### src/i2cm_pkg.sv
// Constants, register map and state encoding of the I2C master tail block
package i2cm_pkg;

  // ----------------------------------------------------------------------
  // Register byte addresses
  // ----------------------------------------------------------------------
  localparam logic [3:0] ADR_CTRL  = 4'h0;
  localparam logic [3:0] ADR_STAT  = 4'h4;
  localparam logic [3:0] ADR_SHIFT = 4'h8;
  localparam logic [3:0] ADR_RATE  = 4'hC;

  // ----------------------------------------------------------------------
  // Control register fields
  // ----------------------------------------------------------------------
  localparam int C_EN     = 0;
  localparam int C_ACK_DATA_VALUE  = 1;
  localparam int C_ACK_SEQUENCE_ENABLE  = 2;
  localparam int C_STOPEN = 3;
  localparam int C_STRTEN = 4;
  localparam int C_IRQEN  = 5;

  // ----------------------------------------------------------------------
  // Status register fields
  // ----------------------------------------------------------------------
  localparam int S_BF      = 0;
  localparam int S_STOPDET = 1;
  localparam int S_STRTDET = 2;
  localparam int S_WRITE_COLLISION_FLAG    = 3;
  localparam int S_IRQ     = 4;
  localparam int S_BCL     = 5;
  localparam int S_ACKSTAT = 6;
  localparam int S_BUSY    = 7;

  // ----------------------------------------------------------------------
  // Reset values, counts and widths
  // ----------------------------------------------------------------------
  localparam logic [7:0]  RATE_RESET = 8'h04;
  localparam logic [7:0]  CNT_ZERO   = 8'h00;
  localparam logic [7:0]  CNT_ONE    = 8'h01;
  localparam logic [3:0]  BIT_FIRST  = 4'h0;
  localparam logic [3:0]  BIT_DLAST  = 4'h7;
  localparam logic [3:0]  BIT_ACK    = 4'h8;
  localparam logic [3:0]  BIT_STEP   = 4'h1;
  localparam logic [31:0] RD_ZERO    = 32'h0000_0000;

  // ----------------------------------------------------------------------
  // Sequencer states, Gray codes in declaration order
  // ----------------------------------------------------------------------
  typedef enum logic [3:0] {
    ST_IDLE   = 4'h0,
    ST_STRT_A = 4'h1,
    ST_STRT_B = 4'h3,
    ST_TX_LOW = 4'h2,
    ST_TX_REL = 4'h6,
    ST_TX_HI  = 4'h7,
    ST_AK_LOW = 4'h5,
    ST_AK_REL = 4'h4,
    ST_AK_HI  = 4'hC,
    ST_SP_LOW = 4'hD,
    ST_SP_CNT = 4'hF,
    ST_SP_SCL = 4'hE,
    ST_SP_REL = 4'hA,
    ST_SP_WT  = 4'hB,
    ST_SP_END = 4'h9
  } i2cm_state_t;

endpackage : i2cm_pkg
### src/i2cm_core.sv
// I2C master ack, stop, start and arbitration sequencer with Wishbone slave
//
// Contract
// RULE1: Ack enable drives clock low and puts stored ack data on data line.
// RULE2: Software chooses ack data value before starting an ack sequence.
// RULE3: Ack: one period low, release clock, wait high, one period, clock low.
// RULE4: After ack clock low, clear ack enable, stop counter, go idle.
// RULE5: Shift buffer write during ack sequence sets write collision, buffer kept.
// RULE6: Stop: drive data low; once sampled low reload counter and count down.
// RULE7: Stop counter expiry releases clock; one period later data released.
// RULE8: Data high while clock high during stop sets stop-detected bit.
// RULE9: One period after stop-detected, clear stop enable, set port irq flag.
// RULE10: Shift buffer write during stop sequence sets write collision, buffer kept.
// RULE11: While sleeping, completed events wake processor if interrupt enabled.
// RULE12: Reset disables the port and aborts any transfer.
// RULE13: Start and stop detected bits clear on reset and when disabled.
// RULE14: Software takes bus only after stop detected or bus idle.
// RULE15: Bus stop seen while enabled raises the port irq flag.
// RULE16: Released one sampled zero sets bus collision flag, port goes idle.
// RULE17: Transmit collision halts, clears buffer full, releases lines.
// RULE18: Collision in a sequence aborts it, releases lines, clears its enable. The stop sequence here has no collision check.
// RULE19: After collision, keep watching bus; stop condition sets irq flag.
// RULE20: Next buffer write after collision sends from first data bit.
// RULE21: Either line low at start begin aborts start, flags collision.
// RULE22: Clock low while data high during start count flags collision.
// RULE23: Early data low restarts count; else data low at expiry, then clock low.
// RULE24: Rate counter reload value comes from the rate reload register.
//
// Design decisions made here: the Wishbone interface to the registers and the register offsets.
`timescale 1ns/1ps
`default_nettype none

module i2cm_core
  import i2cm_pkg::*;
(
  input  wire logic        SYS_CLK,
  input  wire logic        RST_N,
  input  wire logic        WB_CYC_I,
  input  wire logic        WB_STB_I,
  input  wire logic        WB_WE_I,
  input  wire logic [3:0]  WB_ADR_I,
  input  wire logic [3:0]  WB_SEL_I,
  input  wire logic [31:0] WB_DAT_I,
  output var  logic [31:0] WB_DAT_O,
  output var  logic        WB_ACK_O,
  input  wire logic        SCL_I,
  output var  logic        SCL_O,
  output var  logic        SCL_OE,
  input  wire logic        SDA_I,
  output var  logic        SDA_O,
  output var  logic        SDA_OE,
  input  wire logic        SLEEP_I,
  output var  logic        WAKE_O
);

  // ----------------------------------------------------------------------
  // State record
  // ----------------------------------------------------------------------
  typedef struct packed {
    logic        scl_m;
    logic        scl_s;
    logic        scl_p;
    logic        sda_m;
    logic        sda_s;
    logic        sda_p;
    i2cm_state_t state;
    logic [7:0]  cnt;
    logic [7:0]  rate;
    logic [7:0]  shreg;
    logic [3:0]  bitn;
    logic        en;
    logic        ack_data_value;
    logic        ack_sequence_enable;
    logic        stopen;
    logic        starten;
    logic        irqen;
    logic        bf;
    logic        stopdet;
    logic        startdet;
    logic        write_collision_flag;
    logic        irqf;
    logic        bcl;
    logic        ackstat;
    logic        scl_drv;
    logic        sda_drv;
    logic        pin_lvl;
    logic        wake;
    logic        wb_ack;
    logic [31:0] wb_dat;
  } i2cm_regs_t;

  localparam i2cm_regs_t REGS_RESET = '{
    scl_m: 1'b1, scl_s: 1'b1, scl_p: 1'b1, sda_m: 1'b1, sda_s: 1'b1, sda_p: 1'b1,
    state: ST_IDLE, cnt: CNT_ZERO, rate: RATE_RESET, shreg: 8'h00, bitn: BIT_FIRST,
    en: 1'b0, ack_data_value: 1'b0, ack_sequence_enable: 1'b0, stopen: 1'b0, starten: 1'b0, irqen: 1'b0,
    bf: 1'b0, stopdet: 1'b0, startdet: 1'b0, write_collision_flag: 1'b0, irqf: 1'b0, bcl: 1'b0,
    ackstat: 1'b0, scl_drv: 1'b0, sda_drv: 1'b0, pin_lvl: 1'b0, wake: 1'b0,
    wb_ack: 1'b0, wb_dat: RD_ZERO
  };

  i2cm_regs_t r_reg;
  i2cm_regs_t r_next;

  // ----------------------------------------------------------------------
  // Helpers
  // ----------------------------------------------------------------------
  // A released one read back as zero means another master won
  function automatic logic arb_lost(input logic want_one, input logic sda_seen);
    arb_lost = want_one & ~sda_seen;
  endfunction : arb_lost

  // Status word as software sees it
  function automatic logic [31:0] stat_word(input i2cm_regs_t s);
    logic [31:0] w;
    w = RD_ZERO;
    w[S_BF]      = s.bf;
    w[S_STOPDET] = s.stopdet;
    w[S_STRTDET] = s.startdet;
    w[S_WRITE_COLLISION_FLAG]    = s.write_collision_flag;
    w[S_IRQ]     = s.irqf;
    w[S_BCL]     = s.bcl;
    w[S_ACKSTAT] = s.ackstat;
    w[S_BUSY]    = (s.state != ST_IDLE);
    stat_word = w;
  endfunction : stat_word

  // ----------------------------------------------------------------------
  // Next-state logic
  // ----------------------------------------------------------------------
  always_comb begin
    logic tick;
    logic req;
    logic wr;
    logic wr_buf;
    logic seq_free;
    logic stop_ev;
    logic start_ev;
    logic collide;
    tick     = 1'b0;
    req      = 1'b0;
    wr       = 1'b0;
    wr_buf   = 1'b0;
    seq_free = 1'b0;
    stop_ev  = 1'b0;
    start_ev = 1'b0;
    collide  = 1'b0;
    r_next   = r_reg;

    // Two-flop synchronisers, then a third stage for edge finding
    r_next.scl_m = SCL_I;
    r_next.scl_s = r_reg.scl_m;
    r_next.scl_p = r_reg.scl_s;
    r_next.sda_m = SDA_I;
    r_next.sda_s = r_reg.sda_m;
    r_next.sda_p = r_reg.sda_s;
    stop_ev  = r_reg.scl_s & r_reg.scl_p & r_reg.sda_s & ~r_reg.sda_p;
    start_ev = r_reg.scl_s & r_reg.scl_p & ~r_reg.sda_s & r_reg.sda_p;

    // Rate counter runs down only while a sequence is active
    tick = (r_reg.cnt == CNT_ZERO);
    if (r_reg.state != ST_IDLE && !tick) begin
      r_next.cnt = r_reg.cnt - CNT_ONE;
    end

    // Wishbone slave: one wait state, every address answered
    req      = WB_CYC_I & WB_STB_I & ~r_reg.wb_ack;
    wr       = req & WB_WE_I & WB_SEL_I[0];
    wr_buf   = wr & (WB_ADR_I == ADR_SHIFT);
    seq_free = (r_reg.state == ST_IDLE) & r_reg.en
             & ~r_reg.ack_sequence_enable & ~r_reg.stopen & ~r_reg.starten;
    r_next.wb_ack = req;
    r_next.wb_dat = RD_ZERO;
    if (req && !WB_WE_I) begin
      unique case (WB_ADR_I)
        ADR_CTRL: begin
          r_next.wb_dat[C_EN]     = r_reg.en;
          r_next.wb_dat[C_ACK_DATA_VALUE]  = r_reg.ack_data_value;
          r_next.wb_dat[C_ACK_SEQUENCE_ENABLE]  = r_reg.ack_sequence_enable;
          r_next.wb_dat[C_STOPEN] = r_reg.stopen;
          r_next.wb_dat[C_STRTEN] = r_reg.starten;
          r_next.wb_dat[C_IRQEN]  = r_reg.irqen;
        end
        ADR_STAT:  r_next.wb_dat = stat_word(r_reg);
        ADR_SHIFT: r_next.wb_dat[7:0] = r_reg.shreg;
        ADR_RATE:  r_next.wb_dat[7:0] = r_reg.rate;
        default:   r_next.wb_dat = RD_ZERO;
      endcase
    end

    // Register writes; flag clears come first so hardware sets win
    if (wr) begin
      unique case (WB_ADR_I)
        ADR_CTRL: begin
          r_next.en    = WB_DAT_I[C_EN];
          r_next.ack_data_value = WB_DAT_I[C_ACK_DATA_VALUE];
          r_next.irqen = WB_DAT_I[C_IRQEN];
          // A sequence enable is taken only with nothing else running
          if (seq_free) begin
            r_next.ack_sequence_enable   = WB_DAT_I[C_ACK_SEQUENCE_ENABLE];
            r_next.stopen  = WB_DAT_I[C_STOPEN];
            r_next.starten = WB_DAT_I[C_STRTEN];
          end
        end
        ADR_STAT: begin
          if (WB_DAT_I[S_WRITE_COLLISION_FLAG]) r_next.write_collision_flag = 1'b0;
          if (WB_DAT_I[S_IRQ])  r_next.irqf = 1'b0;
          if (WB_DAT_I[S_BCL])  r_next.bcl  = 1'b0;
        end
        ADR_RATE: r_next.rate = WB_DAT_I[7:0];
        default: ;
      endcase
    end

    // Buffer write refused while any sequence runs
    if (wr_buf && !seq_free) begin
      r_next.write_collision_flag = 1'b1; // RULE5 RULE10
    end

    // Bus monitor for start and stop conditions
    if (stop_ev) begin
      r_next.stopdet  = 1'b1;
      r_next.startdet = 1'b0;
    end
    if (start_ev) begin
      r_next.startdet = 1'b1;
      r_next.stopdet  = 1'b0;
    end

    // Sequencer
    unique case (r_reg.state)
      ST_IDLE: begin
        if (stop_ev && r_reg.en) begin
          r_next.irqf = 1'b1; // RULE15 RULE19
        end
        if (r_reg.starten) begin
          if (!r_reg.scl_s || !r_reg.sda_s) begin
            collide = 1'b1; // RULE21
          end else begin
            r_next.scl_drv = 1'b0;
            r_next.sda_drv = 1'b0;
            r_next.cnt     = r_reg.rate; // RULE24
            r_next.state   = ST_STRT_A;
          end
        end else if (r_reg.stopen) begin
          r_next.scl_drv = 1'b1;
          r_next.sda_drv = 1'b1; // RULE6
          r_next.state   = ST_SP_LOW;
        end else if (r_reg.ack_sequence_enable) begin
          r_next.scl_drv = 1'b1; // RULE1
          r_next.sda_drv = ~r_reg.ack_data_value; // RULE1
          r_next.cnt     = r_reg.rate;
          r_next.state   = ST_AK_LOW;
        end else if (wr_buf && seq_free) begin
          // Always from the first data bit
          r_next.shreg   = WB_DAT_I[7:0];
          r_next.bitn    = BIT_FIRST; // RULE20
          r_next.bf      = 1'b1;
          r_next.scl_drv = 1'b1;
          r_next.sda_drv = ~WB_DAT_I[7];
          r_next.cnt     = r_reg.rate;
          r_next.state   = ST_TX_LOW;
        end
      end
      ST_STRT_A: begin
        if (!r_reg.sda_s) begin
          r_next.cnt     = r_reg.rate; // RULE23
          r_next.sda_drv = 1'b1;
          r_next.state   = ST_STRT_B;
        end else if (!r_reg.scl_s) begin
          collide = 1'b1; // RULE22
        end else if (tick) begin
          r_next.sda_drv = 1'b1; // RULE23
          r_next.cnt     = r_reg.rate;
          r_next.state   = ST_STRT_B;
        end
      end
      ST_STRT_B: begin
        // Clock level ignored here
        if (tick) begin
          r_next.scl_drv = 1'b1; // RULE23
          r_next.starten = 1'b0;
          r_next.irqf    = 1'b1;
          r_next.state   = ST_IDLE;
        end
      end
      ST_TX_LOW: begin
        if (tick) begin
          r_next.scl_drv = 1'b0;
          r_next.state   = ST_TX_REL;
        end
      end
      ST_TX_REL: begin
        // Clock stretching by slaves holds us here
        if (r_reg.scl_s) begin
          r_next.cnt   = r_reg.rate;
          r_next.state = ST_TX_HI;
        end
      end
      ST_TX_HI: begin
        if (r_reg.bitn <= BIT_DLAST && arb_lost(r_reg.shreg[7], r_reg.sda_s)) begin
          collide = 1'b1; // RULE16 RULE17
        end else if (tick) begin
          r_next.scl_drv = 1'b1;
          if (r_reg.bitn == BIT_ACK) begin
            r_next.ackstat = r_reg.sda_s;
            r_next.irqf    = 1'b1;
            r_next.state   = ST_IDLE;
          end else begin
            r_next.shreg = {r_reg.shreg[6:0], 1'b0};
            r_next.bitn  = r_reg.bitn + BIT_STEP;
            r_next.cnt   = r_reg.rate;
            r_next.state = ST_TX_LOW;
            if (r_reg.bitn == BIT_DLAST) begin
              r_next.bf      = 1'b0;
              r_next.sda_drv = 1'b0;
            end else begin
              r_next.sda_drv = ~r_reg.shreg[6];
            end
          end
        end
      end
      ST_AK_LOW: begin
        if (tick) begin
          r_next.scl_drv = 1'b0; // RULE3
          r_next.state   = ST_AK_REL;
        end
      end
      ST_AK_REL: begin
        if (r_reg.scl_s) begin
          r_next.cnt   = r_reg.rate; // RULE3
          r_next.state = ST_AK_HI;
        end
      end
      ST_AK_HI: begin
        if (arb_lost(r_reg.ack_data_value, r_reg.sda_s)) begin
          collide = 1'b1; // RULE18
        end else if (tick) begin
          r_next.scl_drv = 1'b1; // RULE3
          r_next.ack_sequence_enable   = 1'b0; // RULE4
          r_next.irqf    = 1'b1;
          r_next.state   = ST_IDLE; // RULE4
        end
      end
      ST_SP_LOW: begin
        if (!r_reg.sda_s) begin
          r_next.cnt   = r_reg.rate; // RULE6
          r_next.state = ST_SP_CNT;
        end
      end
      ST_SP_CNT: begin
        if (tick) begin
          r_next.scl_drv = 1'b0; // RULE7
          r_next.state   = ST_SP_SCL;
        end
      end
      ST_SP_SCL: begin
        if (r_reg.scl_s) begin
          r_next.cnt   = r_reg.rate;
          r_next.state = ST_SP_REL;
        end
      end
      ST_SP_REL: begin
        if (tick) begin
          r_next.sda_drv = 1'b0; // RULE7
          r_next.state   = ST_SP_WT;
        end
      end
      ST_SP_WT: begin
        if (r_reg.sda_s && r_reg.scl_s) begin
          r_next.stopdet  = 1'b1; // RULE8
          r_next.startdet = 1'b0;
          r_next.cnt      = r_reg.rate;
          r_next.state    = ST_SP_END;
        end
      end
      ST_SP_END: begin
        if (tick) begin
          r_next.stopen = 1'b0; // RULE9
          r_next.irqf   = 1'b1; // RULE9
          r_next.state  = ST_IDLE;
        end
      end
      default: r_next.state = ST_IDLE;
    endcase

    // Lost arbitration: drop everything and let go of both lines
    if (collide) begin
      r_next.bcl     = 1'b1; // RULE16 RULE21
      r_next.bf      = 1'b0; // RULE17
      r_next.scl_drv = 1'b0; // RULE17 RULE18
      r_next.sda_drv = 1'b0;
      r_next.ack_sequence_enable   = 1'b0; // RULE18
      r_next.stopen  = 1'b0;
      r_next.starten = 1'b0;
      r_next.state   = ST_IDLE;
    end

    // Disabled port: no transfer, no detect bits
    if (!r_reg.en) begin
      r_next.state    = ST_IDLE; // RULE12
      r_next.scl_drv  = 1'b0;
      r_next.sda_drv  = 1'b0;
      r_next.ack_sequence_enable    = 1'b0;
      r_next.stopen   = 1'b0;
      r_next.starten  = 1'b0;
      r_next.bf       = 1'b0;
      r_next.stopdet  = 1'b0; // RULE13
      r_next.startdet = 1'b0; // RULE13
    end

    // Wake request for a sleeping processor
    r_next.wake = SLEEP_I & r_reg.irqen & r_reg.irqf; // RULE11
  end

  // ----------------------------------------------------------------------
  // State register
  // ----------------------------------------------------------------------
  always_ff @(posedge SYS_CLK or negedge RST_N) begin
    if (!RST_N) begin
      r_reg <= REGS_RESET; // RULE12 RULE13
    end else begin
      r_reg <= r_next;
    end
  end

  // Outputs straight from the record
  assign WB_DAT_O = r_reg.wb_dat;
  assign WB_ACK_O = r_reg.wb_ack;
  assign SCL_O    = r_reg.pin_lvl;
  assign SCL_OE   = r_reg.scl_drv;
  assign SDA_O    = r_reg.pin_lvl;
  assign SDA_OE   = r_reg.sda_drv;
  assign WAKE_O   = r_reg.wake;

endmodule : i2cm_core

`default_nettype wire

### config.mk
export PLATFORM = sky130hd
export DESIGN_NAME = i2cm_core
export DESIGN_NICKNAME = d
export VERILOG_FILES = /design/src/i2cm_pkg.sv /design/src/i2cm_core.sv
export SDC_FILE = /design/constraint.sdc
export NUM_CORES = 1
export LEC_CHECK = 0
export BUFFER_PORTS_ARGS = -buffer_cell sky130_fd_sc_hd__buf_2
export CORE_MARGIN = 4
export CORE_UTILIZATION = 56
export DETAILED_ROUTE_END_ITERATION = 10
export MAX_ROUTING_LAYER = met4
export PLACE_DENSITY = 0.81
export SLEW_MARGIN = 10
export SYNTH_ARGS = -nofsm -noshare
export SYNTH_HDL_FRONTEND = slang
export SYNTH_SLANG_ARGS = --single-unit
### constraint.sdc
create_clock -name SYS_CLK -period 2.9 [get_ports SYS_CLK]
set_input_delay 0.145 -clock SYS_CLK [delete_from_list [all_inputs] [get_ports SYS_CLK]]
set_output_delay 0.145 -clock SYS_CLK [all_outputs]
set_load 0.01 [all_outputs]
==> results by group <==
Run status
  – Outcome: completed

Floorplan
  – Vert. Die Dim: 93.9 um
  – Die Wd: 93.9 um
  – IO Pins: 86
  – Starting Density: 0.572
  – Core Area: 0.00721 mm2
  – # rows: 31
  – DIE AREA: 0.00881 mm2

Cells and area
  – Commonest non-fill, non-tap cells in the layout: 56 x dfrtp_1, 44 x nor2_1, 33 x nand2_1
  – Most common cell after layout, fill and taps aside: dfrtp_1
  – P&R area growth vs syn: 11.5%
  – Fraction of layout cells with a size suffix above 1: 0.226
  – Max reg flops: 47
  – Nets@finish: 545
  – N_diodes: 0

Timing
  – Fin Setup TNS: 0 ns
  – Max Slew Vio Count: 0
  – Slew margin rel.: 0.169
  – Final worst path period need: 2.77 ns
  – Crit share post-route: 0.954
  – Setup WS post-layout: 0.134 ns
  – Fin Clk Skew: 0.0103 ns
  – Fin. Hold Viols: 0
  – Setup-failing EPs final: 0
  – Max Fclk: 361 MHz
  – Worst-Margin Slew: 1.23 ns
  – RSZ-0062 raised after global routing: no

Logic synthesis
  – Share of flip-flops with an asynchronous set or reset: 1.00
  – Post-synth cell types: 68
  – Mapped Area: 0.00413 mm2
  – Syn avg cell area: 9.06 um2
  – Synth Flop Type: dfrtp_1
  – Ys Warns: 0
  – Post-Synthesis Cells: 456
  – Seq/Total Area, Yosys: 0.384
  – EDFF count, synth: 0
  – Synth Register Bits: 63

Setup path
  – CP Capture Type: register
  – CP Class: reg2reg
  – Critical Path RT: 3.17 ns
  – Worst setup path startpoint: r_reg[79]$_DFFE_PN0P_
  – Slowest stage delay, CP: 1.05 ns
  – CP arrival: 3.04 ns
  – Crit path max-delay family: simple AND/OR/NAND/NOR gates
  – Critical path cell sequence: buf_12 > nor4b_1 > a32o_1 > nor2b_1 > a22oi_1 > o311ai_0 > o2bb2ai_1
  – CP Max Fanout: 33
  – Worst setup SP type: register
  – Bufs and invs on worst path: 1
  – CP max stage cell: nor4b_1
  – R2R Path Start: r_reg[79]$_DFFE_PN0P_

Global route
  – Vias in the first global route: 3727
  – GRT Total Usage: 0.275
  – Grt ovf: 0
  – Antenna violations before repair: 0
  – Maximum number of pins on one net before global-route repair: 64
  – First-pass GRT wire length: 18.2 mm

Hold path
  – Worst Hold Launch: SLEEP_I
  – Hold Crit Class: in2reg

Pwr
  – Overall Power: 0.00183 W
  – Worst VDD drop: 0.000367 V
  – P_leak: 2.09 nW
  – Comb pwr share: 0.083
  – Int Pwr: 0.00136 W
  – Proportion of power drawn by the clock network: 0.407
  – P per Cell Area: 398 mW/mm2
  – NetSw: 0.000473 W
  – Sequential Power Share: 0.510
  – Net Sw Frac: 0.258

Placed design
  – Pre-CTS setup slack: 0.0854 ns
  – IO Port Bufs: 32
  – HPWL Detailed: 8.15 mm
  – Placer Congestion: 0.987

Drt
  – Remaining DRCs: 0
  – Post-route antenna net violation count: 0
  – Vias/cell: 6.34
  – Routed wire length: 11.1 mm
  – Via count: 3791
  – DR iter-0 viols: 513
  – DR pass1 iterations: 5
  – Routed wire per std cell: 18.6 um

Flow run
  – Total of max-cap violations: 0

Clock network
  – Clk_lat worst skew: 0.36 ns
  – H-tree depth: 3
  – TritonCTS sink count: 63
  – Clock transition at path regs: 0.07 ns
  – CTS buffer count: 9
  – Max Root-Sink Buffers: 2
  – CTS tree: yes
  – CTS root buf: clkbuf_8
## cells by family after synthesis
| family | after synthesis | share of synthesized area |
|---|---|---|
| DFF | 63 | 0.384 |
| xor gates and xnor gates | 4 | 0.00848 |
| buffers and inverters | 75 | 0.100 |
| muxes | 31 | 0.0978 |
| and+or+nand+nor | 173 | 0.223 |
| AOI/OAI and AO/OA | 106 | 0.177 |
| other | 1 | 0.000908 |
| adders and majority gates | 3 | 0.00909 |
## cell type report
cell class	instances	area [um2]
repair buffers	65	428
inverters	12	45.0
clock buffers	10	128
well taps	99	124
fillers	595	2610
multi-input cells	343	2240
flip-flops and latches	63	1590
clock inverters	6	61.3
## power groups by stage
stage               Combinational (W)  Clock [W]  Sequential [W]
finish                       0.000152   0.000745        0.000935
global route                 0.000168   0.000786        0.000937
CTS                          0.000151   0.000747        0.000933
detailed placement           0.000147          0        0.000950
global placement             0.000143          0        0.000948
floorplan                    0.000112          0        0.000937
## worst paths after layout
check                      slack (ns)                     to  cells past startpoint
min in group asynchronous        0.49  WB_DAT_O[3]$_DFF_PN0_                      3
setup / recovery                 0.13     SCL_OE$_DFFE_PN0P_                      7
hold / removal                   0.05       WAKE_O$_DFF_PN0_                      2
hold reg to reg                  0.36   r_next[85]$_DFF_PN1_                      0
setup reg to reg                 0.13     SCL_OE$_DFFE_PN0P_                      7
max in group asynchronous        1.89     SDA_OE$_DFFE_PN0P_                      3
## routing by layer
layer | GRT usage | routed length [um] | vias to the layer above
met5 | - | 0 | -
met4 | 0.160 | 511 | 0
met3 | 0.0569 | 1020 | 52
met2 | 0.412 | 5300 | 223
met1 | 0.346 | 4300 | 1814
li1 | - | - | 1702
## what timing repair did
item | CTS | global route
endpoints found under the setup margin | 0 | 16
setup buffers | 0 | 2
endpoints found under the hold margin | 48 | 0
hold buffers | 3 | 0
gates resized for setup | 0 | 4
## cell usage after synthesis, types with 5 or more instances
| master | instances | area [um2] |
|---|---|---|
| o22ai_1 | 10 | 62.6 |
| nor4_1 | 6 | 37.5 |
| or3_1 | 6 | 37.5 |
| nand2_1 | 34 | 128 |
| mux2i_1 | 10 | 100 |
| nand4_1 | 5 | 31.3 |
| nor2_1 | 44 | 165 |
| nand3_1 | 11 | 55.1 |
| buf_4 | 34 | 255 |
| inv_1 | 12 | 45.0 |
| dfstp_2 | 7 | 184 |
| nor2b_1 | 13 | 81.3 |
| mux4_2 | 6 | 135 |
| nor3_1 | 16 | 80.1 |
| dfrtp_1 | 56 | 1400 |
| nand2b_1 | 6 | 37.5 |
| mux2_2 | 12 | 135 |
| clkbuf_1 | 25 | 93.8 |
| o21ai_0 | 19 | 95.1 |
| a21oi_1 | 20 | 100 |
## metrics by stage
step	area [um2]	cells	hold slack (ns)	util
2_1_floorplan	4220	481	-0.151	-
3_3_place_gp	4360	577	0.251	0.605
3_5_place_dp	4360	577	0.251	0.605
4_1_cts	4580	596	0.0558	0.635
5_1_grt	4610	598	0.0619	0.639
6_report	4610	598	0.0493	0.639
Power figures use the tool's default switching activity.
